## config.mk

```make
export PLATFORM = sky130hd
export DESIGN_NAME = vpcr_regs
export DESIGN_NICKNAME = d
export VERILOG_FILES = /design/src/hw/vpcr_pkg.sv /design/src/hw/vpcr_regs.sv
export SDC_FILE = /design/constraint.sdc
export NUM_CORES = 1
export LEC_CHECK = 0
export ABC_AREA = 1
export BUFFER_PORTS_ARGS = -buffer_cell sky130_fd_sc_hd__buf_2
export CORE_ASPECT_RATIO = 1.25
export CORE_MARGIN = 4
export CORE_UTILIZATION = 50
export CTS_BUF_LIST = sky130_fd_sc_hd__clkbuf_4 sky130_fd_sc_hd__clkbuf_8
export DETAILED_ROUTE_END_ITERATION = 8
export PLACE_DENSITY_LB_ADDON = 0.1
export SLEW_MARGIN = 5
export SYNTH_ARGS = -nofsm -noshare
export SYNTH_HDL_FRONTEND = slang
export SYNTH_SLANG_ARGS = --single-unit
export TNS_END_PERCENT = 1
```

## constraint.sdc

```tcl
create_clock -name mclk -period 3.3 [get_ports mclk]
set_input_delay 0.495 -clock mclk [delete_from_list [all_inputs] [get_ports mclk]]
set_output_delay 0.495 -clock mclk [all_outputs]
set_load 0.02 [all_outputs]
```

## src/hw/vpcr_pkg.sv

```systemverilog
// constants and types for the oscillator pll control register bank
package vpcr_pkg;
   localparam logic [7:0] VPCR_FEEDBACK_OFS = 8'h03;
   localparam logic [7:0] VPCR_BYPASS_OFS = 8'h0A;
   localparam logic [7:0] VPCR_POLPUMP_OFS = 8'h10;
   localparam logic [7:0] VPCR_OUTOFS_OFS = 8'h11;
   localparam logic [7:0] VPCR_AMPPUMP_OFS = 8'h12;

   // writable bits per register; the rest are reserved
   localparam logic [7:0] VPCR_FEEDBACK_WMASK = 8'h81;
   localparam logic [7:0] VPCR_BYPASS_WMASK = 8'h01;
   localparam logic [7:0] VPCR_POLPUMP_WMASK = 8'hDF;
   localparam logic [7:0] VPCR_OUTOFS_WMASK = 8'hFF;
   localparam logic [7:0] VPCR_AMPPUMP_WMASK = 8'h7F;

   localparam logic [7:0] VPCR_FEEDBACK_RST = 8'h00;
   localparam logic [7:0] VPCR_BYPASS_RST = 8'h00;
   localparam logic [7:0] VPCR_POLPUMP_RST = 8'h58;
   localparam logic [7:0] VPCR_OUTOFS_RST = 8'h00;
   localparam logic [7:0] VPCR_AMPPUMP_RST = 8'h18;
   localparam logic [7:0] VPCR_RDATA_RST = 8'h00;

   localparam int VPCR_FB_SEL_BIT = 0;
   localparam int VPCR_FB_MSB_BIT = 7;
   localparam int VPCR_BYPASS_BIT = 0;
   localparam int VPCR_POL_BIT = 7;
   localparam int VPCR_FORCE_BIT = 6;
   localparam int VPCR_PWR_BIT = 7;
   localparam int VPCR_FMT_BIT = 6;
   localparam int VPCR_OFSEN_BIT = 5;
   localparam int VPCR_AMP_LSB = 5;
   localparam int VPCR_CODE_LSB = 0;
   localparam int VPCR_CODE_W = 5;

   localparam int VPCR_UA_W = 14;
   localparam logic [VPCR_UA_W-1:0] VPCR_FIRST_STEP_UA = 14'h0032;
   localparam logic [VPCR_UA_W-1:0] VPCR_SECOND_STEP_UA = 14'h0190;

   typedef struct packed {
      logic feedback_path_select;
      logic second_feedback_divider_msb;
      logic first_stage_bypass;
      logic tuning_polarity;
      logic force_control_voltage;
      logic [VPCR_CODE_W-1:0] first_stage_pump_code;
      logic osc_output_power_on;
      logic osc_output_format;
      logic phase_offset_enable;
      logic [VPCR_CODE_W-1:0] phase_offset_code;
      logic [1:0] osc_output_amplitude;
      logic [VPCR_CODE_W-1:0] second_stage_pump_code;
   } vpcr_ctrl_type;

   typedef struct packed {
      logic [VPCR_UA_W-1:0] first_stage_pump_ua;
      logic [VPCR_UA_W-1:0] second_stage_pump_ua;
      logic [VPCR_CODE_W-1:0] applied_phase_offset;
      logic control_pin_mid_supply;
      logic first_stage_active;
   } vpcr_drive_type;
endpackage

```

## src/hw/vpcr_regs.sv

```systemverilog
// register bank steering the first-stage oscillator pll and its output buffer
//
// What this block does
// - feedback select 0 uses first divider only, 1 uses both; resets 0
// - bypass bit 0 keeps first-stage pll on while force bit is 0, 1 disables and bypasses it
// - tuning polarity 0 positive, 1 negative; resets 0
// - force bit 1 drives control pin to half supply, unlocking the pll
// - first pump current is 50 uA times code plus one
// - first pump code resets to 11000, i.e. 1.25 mA
// - output power bit 0 powers buffered output down, 1 up; resets 0
// - output format 0 lvds, 1 lvpecl; resets 0
// - offset enable applies the five-bit phase offset code, else none
// - second pump current is 400 uA times code plus one, reset 10 mA
`timescale 1ns/1ps
module vpcr_regs
   import vpcr_pkg::*;
#(
   parameter int ADDR_W = 8
)
(
   input wire logic mclk,
   input wire logic nrst,
   input wire logic [ADDR_W-1:0] reg_addr,
   input wire logic reg_wr,
   input wire logic reg_rd,
   input wire logic [7:0] reg_wdata,
   output logic [7:0] reg_rdata,
   output vpcr_ctrl_type ctrl,
   output vpcr_drive_type drive
);

   if (ADDR_W < 5)
   begin : g_bad_addr
      $error("vpcr_regs: ADDR_W must reach offset output_amplitude_synth_pump");
   end

   // both pump stages share this scaling; result fits 14 bits (max 12800)
   function automatic logic [VPCR_UA_W-1:0] pump_ua(
      input logic [VPCR_CODE_W-1:0] code,
      input logic [VPCR_UA_W-1:0] step
   );
      logic [VPCR_UA_W-1:0] count;
      count = VPCR_UA_W'({1'b0, code}) + 14'h0001;
      return VPCR_UA_W'(step * count);
   endfunction

   function automatic logic addr_is(input logic [ADDR_W-1:0] a, input logic [7:0] ofs);
      return a == ADDR_W'(ofs);
   endfunction

   // one decode serves the reset image and the running image, so the two cannot drift
   function automatic vpcr_ctrl_type decode_fields(
      input logic [7:0] fb,
      input logic [7:0] byp,
      input logic [7:0] pp,
      input logic [7:0] oo,
      input logic [7:0] ap
   );
      vpcr_ctrl_type c;
      c.feedback_path_select = fb[VPCR_FB_SEL_BIT];
      // divider msb and amplitude are only stored; their users sit outside this bank
      c.second_feedback_divider_msb = fb[VPCR_FB_MSB_BIT];
      c.first_stage_bypass = byp[VPCR_BYPASS_BIT];
      c.tuning_polarity = pp[VPCR_POL_BIT];
      c.force_control_voltage = pp[VPCR_FORCE_BIT];
      c.first_stage_pump_code = pp[VPCR_CODE_LSB +: VPCR_CODE_W];
      c.osc_output_power_on = oo[VPCR_PWR_BIT];
      c.osc_output_format = oo[VPCR_FMT_BIT];
      c.phase_offset_enable = oo[VPCR_OFSEN_BIT];
      c.phase_offset_code = oo[VPCR_CODE_LSB +: VPCR_CODE_W];
      c.osc_output_amplitude = ap[VPCR_AMP_LSB +: 2];
      c.second_stage_pump_code = ap[VPCR_CODE_LSB +: VPCR_CODE_W];
      return c;
   endfunction

   function automatic vpcr_drive_type drive_of(input vpcr_ctrl_type c);
      vpcr_drive_type d;
      d.first_stage_pump_ua =
         pump_ua(c.first_stage_pump_code, VPCR_FIRST_STEP_UA);
      d.second_stage_pump_ua =
         pump_ua(c.second_stage_pump_code, VPCR_SECOND_STEP_UA);
      d.applied_phase_offset =
         c.phase_offset_enable ? c.phase_offset_code : '0;
      // forcing mid supply holds the loop open, so the pll cannot lock meanwhile
      d.control_pin_mid_supply = c.force_control_voltage;
      d.first_stage_active = !c.first_stage_bypass
         && !c.force_control_voltage;
      return d;
   endfunction

   logic [7:0] feedback_reg, feedback_next;
   logic [7:0] bypass_reg, bypass_next;
   logic [7:0] polpump_reg, polpump_next;
   logic [7:0] outofs_reg, outofs_next;
   logic [7:0] amppump_reg, amppump_next;
   logic [7:0] rdata_reg, rdata_next;
   vpcr_ctrl_type ctrl_reg, ctrl_next;
   vpcr_drive_type drive_reg, drive_next;

   // register select indices for the one-hot decode below
   localparam int SEL_FB = 0;
   localparam int SEL_BYP = 1;
   localparam int SEL_PP = 2;
   localparam int SEL_OO = 3;
   localparam int SEL_AP = 4;
   localparam int SEL_N = 5;

   // one decode of the offset serves both the write and the read path
   logic [SEL_N-1:0] sel;

   always_comb
   begin
      sel[SEL_FB] = addr_is(reg_addr, VPCR_FEEDBACK_OFS);
      sel[SEL_BYP] = addr_is(reg_addr, VPCR_BYPASS_OFS);
      sel[SEL_PP] = addr_is(reg_addr, VPCR_POLPUMP_OFS);
      sel[SEL_OO] = addr_is(reg_addr, VPCR_OUTOFS_OFS);
      sel[SEL_AP] = addr_is(reg_addr, VPCR_AMPPUMP_OFS);
   end

   // storage group; reserved positions are masked away on write, so reads return zero
   always_comb
   begin
      feedback_next = feedback_reg;
      bypass_next = bypass_reg;
      polpump_next = polpump_reg;
      outofs_next = outofs_reg;
      amppump_next = amppump_reg;
      if (reg_wr && sel[SEL_FB])
         feedback_next = reg_wdata & VPCR_FEEDBACK_WMASK;
      if (reg_wr && sel[SEL_BYP])
         bypass_next = reg_wdata & VPCR_BYPASS_WMASK;
      if (reg_wr && sel[SEL_PP])
         polpump_next = reg_wdata & VPCR_POLPUMP_WMASK;
      if (reg_wr && sel[SEL_OO])
         outofs_next = reg_wdata & VPCR_OUTOFS_WMASK;
      if (reg_wr && sel[SEL_AP])
         amppump_next = reg_wdata & VPCR_AMPPUMP_WMASK;
   end

   // synchronous reset loads the startup image: force set, first pump code 11000 (1.25 mA)
   always_ff @(posedge mclk)
   begin
      if (!nrst)
      begin
         feedback_reg <= VPCR_FEEDBACK_RST;
         bypass_reg <= VPCR_BYPASS_RST;
         polpump_reg <= VPCR_POLPUMP_RST;
         outofs_reg <= VPCR_OUTOFS_RST;
         amppump_reg <= VPCR_AMPPUMP_RST;
      end
      else
      begin
         feedback_reg <= feedback_next;
         bypass_reg <= bypass_next;
         polpump_reg <= polpump_next;
         outofs_reg <= outofs_next;
         amppump_reg <= amppump_next;
      end
   end

   // read group; a read in the same cycle as a write returns the old contents
   always_comb
   begin
      rdata_next = rdata_reg;
      if (reg_rd)
      begin
         // unmapped offsets fall through to zero
         rdata_next = 8'h00;
         if (sel[SEL_FB])
            rdata_next = feedback_reg;
         if (sel[SEL_BYP])
            rdata_next = bypass_reg;
         if (sel[SEL_PP])
            rdata_next = polpump_reg;
         if (sel[SEL_OO])
            rdata_next = outofs_reg;
         if (sel[SEL_AP])
            rdata_next = amppump_reg;
      end
   end

   // the last read result stands until the next read strobe
   always_ff @(posedge mclk)
   begin
      if (!nrst)
         rdata_reg <= VPCR_RDATA_RST;
      else
         rdata_reg <= rdata_next;
   end

   // output group decodes the next words, so fields settle together with the register
   always_comb
   begin
      ctrl_next = decode_fields(feedback_next, bypass_next, polpump_next, outofs_next,
         amppump_next);
      drive_next = drive_of(ctrl_next);
   end

   always_ff @(posedge mclk)
   begin
      if (!nrst)
      begin
         ctrl_reg <= decode_fields(VPCR_FEEDBACK_RST, VPCR_BYPASS_RST, VPCR_POLPUMP_RST,
            VPCR_OUTOFS_RST, VPCR_AMPPUMP_RST);
         drive_reg <= drive_of(decode_fields(VPCR_FEEDBACK_RST, VPCR_BYPASS_RST,
            VPCR_POLPUMP_RST, VPCR_OUTOFS_RST, VPCR_AMPPUMP_RST));
      end
      else
      begin
         ctrl_reg <= ctrl_next;
         drive_reg <= drive_next;
      end
   end

   assign reg_rdata = rdata_reg;
   assign ctrl = ctrl_reg;
   assign drive = drive_reg;

endmodule // vpcr_regs

```

==> flow_summary.rst <==
.. list-table::
   :header-rows: 1

   * - Metric
     - Value
   * - Core occupancy in the finished layout
     - 76.3%
   * - Max-capacitance violation count
     - 0
   * - Count of synthesis-stage warnings from yosys
     - 0
   * - Sequential fraction of the synthesis area
     - 34.8%
   * - IO Count
     - 88
   * - Area growth from synthesis to layout
     - 46.9%
   * - Wire length per cell after detailed routing
     - 14.3 µm
   * - Post-route clock skew
     - 0.00942 ns
   * - Placeable core region
     - 6650 µm²
   * - Combinational share of power
     - 6.9%
   * - NumNets Final
     - 658
   * - Via count of the first global-routing pass
     - 3287
   * - Synth Register Bits
     - 60
   * - Die extent in y
     - 101 µm
   * - Post-route cell area
     - 5070 µm²
   * - Pre-CTS worst setup slack
     - -0.438 ns
   * - Setup repair after global routing missed its margin
     - yes
   * - Detailed router's first-iteration violation count
     - 115
   * - Overall Global Routing Usage
     - 22.8%
   * - Rows
     - 33
   * - Global-route wire length before repair
     - 14.4 mm
   * - Reg clk slew, reported paths
     - 0.08 ns
   * - Ant. Diodes
     - 0
   * - Latest clock arrival within the worst-skew pair
     - 0.35 ns
   * - Internal cell power
     - 1.27 mW
   * - Hold-fix buffers at CTS
     - 0
   * - Vias post-DR
     - 3446
   * - Status
     - finished clean
   * - Fin. Hold Viols
     - 0
   * - Post-Route Hold Slack
     - 0.441 ns
   * - Most common cell after layout, fill and taps aside
     - nand2_1
   * - Critical path start-end classification
     - primary input to register
   * - Port Buffers
     - 80
   * - Switch Pwr
     - 0.401 mW
   * - Switching part of the total power
     - 23.9%
   * - Overall routed net length
     - 9.77 mm
   * - Initial Util
     - 52.0%
   * - CTS H-tree lvls
     - 3
   * - Share of post-route cells with drive strength above 1
     - 42.3%
   * - Hold Crit Class
     - primary input to register
   * - Number of cells produced by synthesis
     - 447
   * - Routed via count divided by cell count
     - 5.03
   * - First-pass DRT Iterations
     - 4
   * - Clk network pwr share
     - 49.7%
   * - Shortest period the worst path allows
     - 3.25 ns
   * - CTS tree
     - done
   * - Setup TNS after final layout
     - 0 ns
   * - Overall overflow remaining after global route
     - 0
   * - Worst stage delay on the critical path
     - 0.26 ns
   * - Max reg flops
     - 27
   * - Number of buffers added by the clock tree synthesis step
     - 9
   * - Highest-count cells in the layout ignoring fill and taps
     - 89 x nand2_1, 76 x buf_2, 65 x buf_4, 60 x dfxtp_1, 47 x inv_1
   * - Number of antenna violations at the first check in global routing
     - 0
   * - Worst path setup slack after routing
     - 0.0498 ns
   * - Filler cell count in the final layout
     - 496
   * - CP Launch Type
     - primary input
   * - Slew at the pin closest to its max-slew limit
     - 0.995 ns
   * - Clock Root Buffer
     - clkbuf_8
   * - Post-place instance area
     - 4430 µm²
   * - Sequential group share of total power
     - 43.4%
   * - Area of the die
     - 8310 µm²
   * - TritonCTS sink count
     - 60
   * - Die width
     - 82.3 µm
   * - VDD IR-drop max
     - 0.235 mV
   * - Remaining design rule violation count
     - 0
   * - Detailed Place HPWL
     - 7.05 mm
   * - Post-Place Cells
     - 657
   * - CP endpoint kind
     - register
   * - Maximum number of pins on one net before global-route repair
     - 30
   * - Final setup violation count
     - 0
   * - Power density relative to cell area
     - 330 nW/µm²
   * - Number of non-filler instances in the completed layout
     - 685
   * - Final Power
     - 1.68 mW
   * - Max-Slew Margin vs Limit
     - 33.6%
   * - Number of routed nets with antenna violations
     - 0
   * - Largest buffer count on any clock path
     - 2
   * - Highest achievable clock rate
     - 308 MHz
   * - Slowest library cell on the worst path
     - ha_4
   * - Static leakage
     - 2.52 nW
   * - Cell variety after synth
     - 39
   * - GPL Wtd Cong
     - 0.836
   * - Syn Area/Cell
     - 7.73 µm²
   * - WP data arrival
     - 3.50 ns
   * - CP max FO
     - 4
   * - Final slew viol count
     - 0
   * - Period utilisation layout
     - 98.5%
   * - Synthesized cell area
     - 3450 µm²
   * - Worst endpoint required time
     - 3.55 ns
## synthesized netlist by cell type
library cell	number	area, µm²
buf_6	2	22.5
clkinv_1	1	3.75
or2_2	2	12.5
ha_1	43	538
a21oi_2	4	35.0
a21oi_1	24	120
inv_1	52	195
o21ai_1	2	10.0
nand3_4	1	17.5
xnor2_1	1	8.76
nor2_1	43	161
nand3b_1	1	7.51
nand2_4	2	22.5
buf_2	2	10.0
o21ai_0	12	60.1
nand2_1	99	372
nand4_1	10	62.6
nor3_1	1	5.00
o22ai_1	1	6.26
buf_4	9	67.6
clkbuf_1	5	18.8
nor3_4	1	16.3
o211ai_1	5	37.5
nand4_2	1	12.5
nor2_8	1	20.0
clkinv_2	1	5.00
fa_1	2	40.0
buf_1	1	3.75
a31o_2	1	8.76
xor2_1	6	52.6
nor2_2	4	25.0
nand3_1	25	125
o21ai_2	3	26.3
dfxtp_1	60	1200
nand3_2	2	20.0
nor2_4	3	33.8
inv_2	6	22.5
nand2_2	7	43.8
conb_1	1	3.75
## path summary, 6_finish.rpt
| check | from | end | slack, ns | cells past startpoint |
|---|---|---|---|---|
| max reg2reg | amppump_reg[1]$_SDFF_PN0_ | drive[20]$_SDFF_PN1_ | 0.36 | 19 |
| min | reg_wdata[6] | outofs_reg[6]$_SDFFE_PN0P_ | 0.44 | 3 |
| min reg2reg | reg_rdata[2]$_SDFFE_PN0P_ | reg_rdata[2]$_SDFFE_PN0P_ | 0.46 | 2 |
| max | reg_addr[4] | drive[31]$_SDFF_PN1_ | 0.05 | 25 |
## cell type report
cell class	count	area [µm²]	share of cell area (%)
Multi-Input combinational cell	314	2330	46.0
Timing Repair Buffer	148	951	18.7
Clock buffer	9	124	2.44
Clock inverter	7	125	2.47
Tap cell	87	109	2.15
Sequential cell	60	1200	23.7
Inverter	60	229	4.51
## cell families (layout without fill, tap and decap cells)
kind of cell    Yosys count  in the layout  synth area share, %
buf+inv                  79            224                 10.1
xor+xnor                  7              7                 1.77
other cells               1              7                0.109
simple gates            203            203                 27.7
flops                    60             60                 34.8
compound gates           52             52                 8.80
fa+ha+maj                45             45                 16.7
## power groups by stage
stage	clock network [mW]	registers (mW)	logic, mW
5_1_grt	0.880	0.727	0.126
4_1_cts	0.845	0.727	0.106
3_3_place_gp	0	0.744	0.103
2_1_floorplan	0	0.747	0.0621
6_report	0.833	0.727	0.116
3_5_place_dp	0	0.744	0.105
## routing by layer
layer / wire [µm] / track usage, % / up-vias
met5: 0 / 0 / -
met4: 352 / 12.0 / 0
met3: 606 / 5.55 / 30
met2: 5070 / 40.6 / 116
met1: 3740 / 24.0 / 1582
li1: - / - / 1718
## worst max-delay path: cells and delay by family
family / cells / cell delay [ns]
AO/OA/AOI/OAI: 2 / 0.27
XOR/XNOR: 1 / 0.19
adder cells (fa/ha/maj): 5 / 1.08
buffers and inverters: 5 / 0.38
AND/OR/NAND/NOR: 12 / 1.08
## what timing repair did
| action | in CTS | in global routing |
|---|---|---|
| setup buffers | 1 | 11 |
| resized for setup | 3 | 48 |
| endpoints found under the setup margin | 3 | 9 |
| pin swaps | 1 | 29 |
No activity file was read; power rests on OpenSTA's default activity.
